`src/common/epw_pkg.sv`:
```
// Package of constants and carrier types for the page write host controller
package epw_pkg;
	localparam int ADDR_W = 15;
	localparam int DATA_W = 8;
	localparam int PAGE_LSB = 6;
	localparam int PAGE_BYTES = 64;
	localparam int CLK_MHZ = 100;
	// Byte-load window, longest gap between loads, in us
	localparam int BLW_US = 150;
	localparam int BLW_CYC = (BLW_US * CLK_MHZ);
	// Host keeps well inside the window
	localparam int GAP_CYC = BLW_CYC / 2;
	// Write cycle time in us, standard and fast variants
	localparam int TWC_STD_US = 10000;
	localparam int TWC_FAST_US = 3000;
	localparam int TWC_STD_CYC = TWC_STD_US * CLK_MHZ;
	localparam int TWC_FAST_CYC = TWC_FAST_US * CLK_MHZ;
	// Strobe timing: pulse 100 ns min, high 50 ns min, read strobe and read gap 150 ns
	localparam int TWP_NS = 100;
	localparam int TWPH_NS = 50;
	localparam int TOEHP_NS = 150;
	localparam int CLK_NS = 10;
	localparam int TWP_CYC = (TWP_NS + CLK_NS - 1) / CLK_NS;
	localparam int TWPH_CYC = (TWPH_NS + CLK_NS - 1) / CLK_NS;
	localparam int TRD_CYC = (TOEHP_NS + CLK_NS - 1) / CLK_NS;
	// Command sequences
	localparam logic [14:0] CMD_ADDR_A = 15'h5555;
	localparam logic [14:0] CMD_ADDR_B = 15'h2aaa;
	localparam logic [7:0] CMD_DATA_1 = 8'haa;
	localparam logic [7:0] CMD_DATA_2 = 8'h55;
	localparam logic [7:0] CMD_LOCK_ON = 8'ha0;
	localparam logic [7:0] CMD_LOCK_OFF = 8'h20;
	localparam logic [7:0] CMD_OFF_4 = 8'h80;
	localparam int TOGGLE_BIT = 6;

	typedef enum logic [1:0] {
		EPW_OP_PAGE,
		EPW_OP_LOCK_ON,
		EPW_OP_LOCK_OFF
	} epw_op_e;

	typedef struct packed {
		logic [14:0] addr;
		logic [7:0]  data;
	} epw_byte_s;

	typedef struct packed {
		logic        cs_n;
		logic        oe_n;
		logic        we_n;
		logic [14:0] addr;
		logic [7:0]  dout;
		logic        dout_en;
	} epw_pins_s;
endpackage

```
`src/verilog/epw_host.sv`:
```
// Host controller that drives page writes and write-lock sequences into the memory
//------------------------------------------------------------
// Rules of the memory device that this block works with
// RULE_01 - Every byte strobe in one page carries the same page number.
// RULE_02 - Output gate stays high while write strobe and select are low.
// RULE_03 - Next byte load starts within 150 us of the previous one.
// RULE_04 - Device writes loaded bytes once the load window lapses.
// RULE_05 - Lock on: AA to 5555, 55 to 2AAA, A0 to 5555.
// RULE_06 - One to sixty-four data bytes may follow the command bytes.
// RULE_07 - Lock takes effect at end of write even with no data.
// RULE_08 - Unlock takes effect at end of write even with no data.
// RULE_09 - Command data on data lines 7..0, addresses on lines 14..0.
// RULE_10 - During write, toggle status line inverts on each read.
// RULE_11 - Locked plain write starts timer only; reads poll status.
// RULE_12 - Lock starts off and persists until unlocked.
// RULE_13 - Internal write completes within 10 ms, or 3 ms fast.
// RULE_14 - No new load until end-of-write is detected.
//------------------------------------------------------------
`timescale 1ns/100ps
`default_nettype none
module epw_host
	import epw_pkg::*;
#(
	parameter int TWC_CYC = TWC_STD_CYC,
	parameter int WIN_CYC = GAP_CYC
)(
	input  wire logic        clk,
	input  wire logic        rstn,
	input  wire logic        start,
	input  wire epw_op_e     op,
	input  wire logic        fast,
	output logic             cmd_ready,
	input  wire epw_byte_s   wr_byte,
	input  wire logic        wr_last,
	input  wire logic        wr_valid,
	output logic             wr_ready,
	output logic             done,
	output logic             timeout,
	output epw_pins_s        pins,
	input  wire logic [7:0]  mem_din
);
	typedef enum logic [2:0] {
		ST_IDLE,
		ST_CMD,
		ST_WAIT,
		ST_STROBE,
		ST_HIGH,
		ST_POLL,
		ST_RDGAP
	} epw_st_e;

	typedef struct packed {
		epw_st_e     st;
		epw_op_e     op;
		logic [2:0]  step;
		logic        data_phase;
		logic        last;
		logic [8:0]  page;
		logic [6:0]  nbytes;
		logic [31:0] cnt;
		logic [31:0] wcnt;
		logic        have_prev;
		logic        prev_bit;
		logic        fast;
		epw_pins_s   pins;
		logic        done;
		logic        timeout;
	} epw_state_s;

	epw_state_s s_r;
	epw_state_s s_nxt;

	// Command byte for a sequence step
	function automatic epw_byte_s cmd_byte(input epw_op_e o, input logic [2:0] k);
		epw_byte_s b;
		b.addr = CMD_ADDR_A;
		b.data = CMD_DATA_1;
		case (k)
			3'h1, 3'h4:
			begin
				b.addr = CMD_ADDR_B;
				b.data = CMD_DATA_2;
			end
			3'h2: b.data = (o == EPW_OP_LOCK_ON) ? CMD_LOCK_ON : CMD_OFF_4;
			3'h5: b.data = CMD_LOCK_OFF;
			default: b.data = CMD_DATA_1;
		endcase
		return b;
	endfunction

	function automatic logic [2:0] cmd_len(input epw_op_e o);
		return (o == EPW_OP_LOCK_OFF) ? 3'h6 : 3'h3;
	endfunction

	logic [31:0] twc_lim;
	assign twc_lim = s_r.fast ? 32'(TWC_FAST_CYC) : 32'(TWC_CYC); // [RULE_13]

	epw_byte_s   cbyte;
	logic        win_open;
	assign cbyte = cmd_byte(s_r.op, s_r.step);
	// Strobe high time around the wait also counts toward the load gap [RULE_03]
	assign win_open = !s_r.last && (s_r.nbytes < 7'(PAGE_BYTES))
		&& ((s_r.op == EPW_OP_PAGE && s_r.nbytes == 7'h0)
		|| (s_r.cnt + 32'(TWPH_CYC + 3) < 32'(WIN_CYC)));

	always_comb
	begin
		s_nxt = s_r;
		s_nxt.done = 1'b0;
		s_nxt.timeout = 1'b0;
		s_nxt.cnt = s_r.cnt + 32'h1;
		s_nxt.wcnt = s_r.wcnt + 32'h1;
		case (s_r.st)
			ST_IDLE:
			begin
				if (start)
				begin
					s_nxt.op = op;
					s_nxt.fast = fast;
					s_nxt.step = 3'h0;
					s_nxt.nbytes = 7'h0;
					s_nxt.last = 1'b0;
					// Plain page write skips commands
					s_nxt.data_phase = (op == EPW_OP_PAGE);
					s_nxt.st = (op == EPW_OP_PAGE) ? ST_WAIT : ST_CMD;
					s_nxt.cnt = 32'h0;
				end
			end
			ST_CMD:
			begin
				// Load one command byte at its fixed address [RULE_05] [RULE_09]
				s_nxt.pins.addr = cbyte.addr;
				s_nxt.pins.dout = cbyte.data;
				s_nxt.pins.dout_en = 1'b1;
				s_nxt.pins.oe_n = 1'b1; // [RULE_02]
				s_nxt.last = 1'b0;
				s_nxt.st = ST_STROBE;
				s_nxt.cnt = 32'h0;
			end
			ST_WAIT:
			begin
				// Page load closes if no byte arrives in time [RULE_03] [RULE_04]
				if (wr_valid && win_open)
				begin
					s_nxt.pins.addr = wr_byte.addr;
					if (s_r.nbytes != 7'h0)
						s_nxt.pins.addr[ADDR_W-1:PAGE_LSB] = s_r.page; // [RULE_01]
					else
						s_nxt.page = wr_byte.addr[ADDR_W-1:PAGE_LSB];
					s_nxt.pins.dout = wr_byte.data;
					s_nxt.pins.dout_en = 1'b1;
					s_nxt.pins.oe_n = 1'b1; // [RULE_02]
					s_nxt.last = wr_last || (s_r.nbytes == 7'(PAGE_BYTES - 1)); // [RULE_06]
					s_nxt.nbytes = s_r.nbytes + 7'h1;
					s_nxt.st = ST_STROBE;
					s_nxt.cnt = 32'h0;
				end
				else if (s_r.last && s_r.cnt >= 32'(2 * WIN_CYC))
				begin
					// Quiet for a whole device window, so its write has begun [RULE_07] [RULE_08]
					s_nxt.st = ST_POLL;
					s_nxt.have_prev = 1'b0;
					s_nxt.cnt = 32'h0;
				end
				else if (!s_r.last && !win_open && (s_r.nbytes != 7'h0 || s_r.op != EPW_OP_PAGE))
					s_nxt.last = 1'b1; // [RULE_03]
			end
			ST_STROBE:
			begin
				s_nxt.pins.cs_n = 1'b0;
				s_nxt.pins.we_n = 1'b0;
				if (s_r.cnt >= 32'(TWP_CYC))
				begin
					s_nxt.pins.cs_n = 1'b1;
					s_nxt.pins.we_n = 1'b1;
					s_nxt.st = ST_HIGH;
					s_nxt.cnt = 32'h0;
				end
			end
			ST_HIGH:
			begin
				// Hold address and data past the rising strobe
				if (s_r.cnt >= 32'(TWPH_CYC))
				begin
					s_nxt.pins.dout_en = 1'b0;
					s_nxt.cnt = 32'h0;
					s_nxt.wcnt = 32'h0;
					s_nxt.have_prev = 1'b0;
					if (!s_r.data_phase)
					begin
						s_nxt.step = s_r.step + 3'h1;
						if (s_r.step + 3'h1 == cmd_len(s_r.op))
						begin
							s_nxt.data_phase = 1'b1;
							s_nxt.st = ST_WAIT;
						end
						else
							s_nxt.st = ST_CMD;
					end
					else
						s_nxt.st = ST_WAIT;
				end
			end
			ST_POLL:
			begin
				// Read with output gate low, compare toggle line [RULE_10] [RULE_11]
				s_nxt.pins.cs_n = 1'b0;
				s_nxt.pins.oe_n = 1'b0;
				if (s_r.cnt >= 32'(TRD_CYC))
				begin
					s_nxt.pins.cs_n = 1'b1;
					s_nxt.pins.oe_n = 1'b1;
					s_nxt.have_prev = 1'b1;
					s_nxt.prev_bit = mem_din[TOGGLE_BIT];
					s_nxt.st = ST_RDGAP;
					s_nxt.cnt = 32'h0;
					if (s_r.have_prev && s_r.prev_bit == mem_din[TOGGLE_BIT])
					begin
						s_nxt.st = ST_IDLE;
						s_nxt.done = 1'b1;
					end
				end
			end
			ST_RDGAP:
			begin
				if (s_r.wcnt >= twc_lim)
				begin
					// Longest write time elapsed [RULE_13] [RULE_14]
					s_nxt.st = ST_IDLE;
					s_nxt.done = 1'b1;
					s_nxt.timeout = 1'b1;
				end
				else if (s_r.cnt >= 32'(TRD_CYC))
				begin
					s_nxt.st = ST_POLL;
					s_nxt.cnt = 32'h0;
				end
			end
			default: s_nxt.st = ST_IDLE;
		endcase
	end

	always_ff @(posedge clk or negedge rstn)
	begin
		if (!rstn)
		begin
			s_r <= '0;
			s_r.st <= ST_IDLE;
			s_r.pins.cs_n <= 1'b1;
			s_r.pins.oe_n <= 1'b1;
			s_r.pins.we_n <= 1'b1;
		end
		else
			s_r <= s_nxt;
	end

	// New work only after end-of-write [RULE_14]
	assign cmd_ready = (s_r.st == ST_IDLE);
	assign wr_ready = (s_r.st == ST_WAIT) && s_r.data_phase && win_open;
	assign done = s_r.done;
	assign timeout = s_r.timeout;
	assign pins = s_r.pins;
endmodule
`default_nettype wire

```
`config.mk`:
```
export PLATFORM = sky130hd
export DESIGN_NAME = epw_host
export DESIGN_NICKNAME = d
export VERILOG_FILES = /design/src/common/epw_pkg.sv /design/src/verilog/epw_host.sv
export SDC_FILE = /design/constraint.sdc
export NUM_CORES = 1
export LEC_CHECK = 0
export ABC_CLOCK_PERIOD_IN_PS = 3980
export BUFFER_PORTS_ARGS = -buffer_cell sky130_fd_sc_hd__buf_2
export CORE_AREA = 10 10 141 143
export DETAILED_ROUTE_END_ITERATION = 16
export DIE_AREA = 0 0 151 153
export PLACE_DENSITY = 0.61
export SLEW_MARGIN = 5
export SYNTH_ARGS = -nofsm -noshare
export SYNTH_HDL_FRONTEND = slang
export SYNTH_SLANG_ARGS = --single-unit
```
`constraint.sdc`:
```
create_clock -name clk -period 3.98 [get_ports clk]
set_input_delay 0.597 -clock clk [delete_from_list [all_inputs] [get_ports clk]]
set_output_delay 0.597 -clock clk [all_outputs]
set_load 0.005 [all_outputs]
```
# == Word level (Yosys, flattened, before mapping) ==
# Index checks and enable logic that the tools add are counted.
# classes
n_reduce_logical,42
order_cmp,7
muxes,56
eq_ne,27
add_sub_neg,5
# op_table
operator,n
$pmux 32 s7,1
$mux 32,6
$mux 65,1
$add 32x1->32 const B,2
$ge 32x4->1 const B,2
$pmux 23 s2,1
$mux 39,1
$add 32x4->32 const B,1
$ge 32x14->1 const B,1
$ge 32x20->1,1
$ge 32x3->1 const B,1
$lt 32x13->1 const B,1
$mux 3,9
$mux 24,1
$pmux 8 s3,1
$pmux 3 s7,1
$mux 20,1
$ne 2x2->1 const B,8
$eq 3x3->1 const B,5
$mux 15,1
$pmux 7 s2,1
$mux 1,12
$mux 2,6
$ne 3x3->1 const B,4
33 further kinds,68
# word_totals
wordCells,157
register_bits,122

# == Depth between registers and ports, before layout ==
# logic_depth
depth_word,11
mapped_depth,13
mapped_depth_nobuf,11

# == Worst setup path before layout ==
# Ideal clock, no wire load.
# synth_path
path_kind,reg-to-reg
startpoint,register s_r[68] (netlist name)
endpoint,register pins[18] (netlist name)
slack_ns,0.455
arrival_time_ns,3.399
path_buffers,3
path_stages_with_launch,14
t_required_ns,3.855
cell_sequence,dfrtp_1 -> ha_1 -> nand3_1 -> buf_2 -> nor4_2 -> xnor2_1 -> o2111ai_1 -> or4b_4 -> nor4_4 -> o211ai_1 -> a21o_1 -> buf_6 -> buf_6 -> mux2_4
# synth_via
elab_chain_len,7
# synth_rtl
item,line,text
"start, declared",epw_host.sv:70,epw_state_s s_r;
"start signal, assigned",epw_host.sv:254,s_r <= s_nxt;
$add 32x4->32,epw_host.sv:104,|| (s_r.cnt + 32'(TWPH_CYC + 3) < 32'(WIN_CYC)));
$lt 32x13->1,epw_host.sv:104,
$logic_or 1x1->1,epw_host.sv:104,
$logic_and 1x1->1,epw_host.sv:103,&& ((s_r.op == EPW_OP_PAGE && s_r.nbytes == 7'h0)
$logic_and 1x1->1,epw_host.sv:143,if (wr_valid && win_open)
$ne 2x2->1 (no line),n/a,
$reduce_and 2->1 (no line),n/a,
# Every way passes these cells.
# A chain may end at the register's enable or synchronous reset.

# == Final worst setup path ==
# layout_path
startpoint,register s_r[77] (netlist name)
endpoint,output wr_ready
# layout_via
elab_chain_len,5
# layout_rtl
item,line,text
$add 32x4->32,epw_host.sv:104,
$lt 32x13->1,epw_host.sv:104,
$logic_or 1x1->1,epw_host.sv:104,
$logic_and 1x1->1,epw_host.sv:103,
$logic_and 1x1->1,epw_host.sv:259,assign wr_ready = (s_r.st == ST_WAIT) && s_r.data_phase && win_open;
"end, declared",epw_host.sv:36,"output logic wr_ready,"
# Every way passes these cells.

==> out/metrics.cfg <==
[synth]
ys_seq_area_frac = 0.4073
syn_nets = 888
avgSynthCellArea_sq_um = 9.075
yosys_warnings = 0
yosysMostFrequentCell = dfrtp_1
ys_ff_latch = 122
yosysUniqueCellTypes = 65
synth_edf_count = 0
synth.area.top_cells = dfrtp_1 40%, nor2_1 4.9%, xor2_1 4.2%
yosysTopAreaCell = dfrtp_1
synthTopCellsByCount = 119 x dfrtp_1, 97 x nor2_1, 60 x nand2_1
synth_flop_cell = dfrtp_1
synth_top_area_frac = 0.3968
syn_inst = 827
async_reset_ff_frac = 1.000
synth_area_sq_um = 7505

[hold_path]
min_path_type = primary input to asynchronous set/reset pin

[clock_network]
clkLatencyLatePin_ps = 420
cts.sinks = 122
cts_hold_buf = 0
cts_root_buf = clkbuf_16
clock_path_buffers = 2
h-tree-depth = 4
path_clk_slew_ps = 60
cts_made_buffers = 17
tritoncts = built

[floorplan]
die_h_um = 153
initial_utilization = 0.4400
io_pins = 70
core_area_sq_um = 17060
rows = 48
die_w_um = 151
die-area_sq_um = 23100

[finish]
final_core_util = 0.5035
final_nets = 925
syn2layout_area_growth_pct = 14.44
layout-drive-gt1-share = 0.2041
instances_no_fill = 1102
diodes = 0

[route]
via_count = 5933
vias_per_cell = 5.384
dr.pass1.iters = 7
drt_iter0_drc = 362
drtAntennaViolNets = 0
drc = 0
routed_wl_um = 17220
avgRoutedWirePerCell_um = 15.62

[sta]
worstMarginPinSlew_ps = 752.7
hold_viol_final = 0
finalSetupViolations = 0
fin_crit_sh = 0.9566
fin_skew_ps = 8.396
whs_ps = 219.0
tns_ps = 0
rsz0062_at_grt = no
max-slew-margin-rel = 0.4943
drv_slew = 0
fmax_ghz = 0.2626
period_needed_ps = 3807

[power_and_ir_drop]
totalPowerFinal_mw = 4.788
power_density_nw_per_um2 = 557.5
power_frac_seq = 0.355
switching_share = 0.3436
p_switching_mw = 1.645
irDropWorstVdd_uv = 366.1
p_leak_nw = 3.905
intPower_mw = 3.143
pwr-share-clk = 0.316
power_frac_comb = 0.329

[setup_path]
worstPathRequired_ps = 3380
end_kind = output port
crit_family = simple AND/OR/NAND/NOR gates
cpPeakStageDelay_ps = 640
reg2reg_depth = 11
slowest_stage = or4_4
cp.arrival_ps = 3210
worstPathMaxFanout = 8
crit_buf_inv = 1
worstSetupPathType = flip-flop to output port
path_depth = 9
path_cells = nand3_2 > or4_4 > o21ai_1 > o2111ai_1 > or4b_4 > nor4_4 > nor2_1 > nor3_2 > buf_2
cp-start-kind = flip-flop

[placement]
io_buffers = 62
dp_cells = 1069
finalWeightedCongestion = 0.8472
hpwl_um = 12310

[global_route]
grt_use_total = 0.1526
grt_pass1_vias = 5880
grt_pass1_wl_um = 29290
grt_max_degree = 71
gr-total-overflow = 0
antenna_found_initial = 0

[run_status]
status = complete, no violations

[flow_run]
drv_cap = 0

metal layers:
layer,up-vias,GRT usage,part of all wire
li1,2946,-,-
met1,2836,0.2072,0.48
met2,128,0.2302,0.45
met3,23,0.03691,0.054
met4,0,0.05410,0.015
met5,-,0,0
registers in the layout, summed over array words and instances (netlist names):
| name | count |
|---|---|
| s_r | 93 |
| timeout | 1 |
| done | 1 |
| pins | 27 |
cells in the final DEF (no fill, tap or decap), drive strengths merged, types with 25 or more instances in the layout:
cell type	synthesis	final
nor2	97	97
nor3	25	25
buf	46	92
inv	35	36
o21ai	44	44
nand2	60	60
nand3	42	42
xnor2	31	31
xor2	36	36
a21oi	34	34
dfrtp	119	119
worst register-to-register path: cells and delay by family, from the launching register on:
kind / cells / cell delay [ps]
and+or+nand+nor: 4 / 1580
AOI/OAI and AO/OA: 4 / 870
buffers and inverters: 2 / 450
DFF: 1 / 430
muxes: 1 / 130
area by class of cell:
type	count	area, sq um
timing repair buffer	92	575.6
clock inverter	11	120.1
inverter	35	131.4
clock buffer	21	460.4
sequential	122	3067
multi-input combinational	596	3953
fill	1612	8468
tap	225	281.5
power by group through the flow:
stage | sequential (mW) | combinational, mW | clock (mW)
after floorplan | 1.64 | 1.26 | 0
after detailed placement | 1.72 | 1.59 | 0
after global routing | 1.74 | 1.78 | 1.61
after global placement | 1.72 | 1.57 | 0
final | 1.70 | 1.57 | 1.51
after CTS | 1.70 | 1.60 | 1.54
logic make-up (layout without fill, tap and decap cells):
logic type	Yosys count	count (layout)	share of synthesized area
and+or+nand+nor	320	320	0.2154
AOI/OAI and AO/OA	139	139	0.1179
DFF	122	122	0.4073
buffers and inverters	109	159	0.07302
xor gates and xnor gates	67	67	0.07819
muxes	48	48	0.07152
adders and majority gates	22	22	0.03668
metrics by stage:
stage	cell area, sq um	worst slack (ps)
after CTS	8551	42.98
after floorplan	7505	455.4
after detailed placement	7948	197.5
after global placement	7948	200.9
after global routing	8588	5.743
final	8588	172.6
final timing paths:
path                       startpoint        to  slack (ps)
setup / recovery              s_r[77]  wr_ready         170
hold / removal                   rstn  s_r[103]         220
setup reg to reg              s_r[77]   pins[1]         390
hold reg to reg              pins[26]  pins[26]         490
max in group asynchronous        rstn  pins[26]        2900
min in group clk                 fast   s_r[29]         390
what timing repair did:
item | CTS | global route
pin swaps | 1 | 1
setup buffers | 1 | 0
endpoints found under the setup margin | 1 | 1
gates resized for setup | 5 | 11
(Power assumes the default switching activity.)
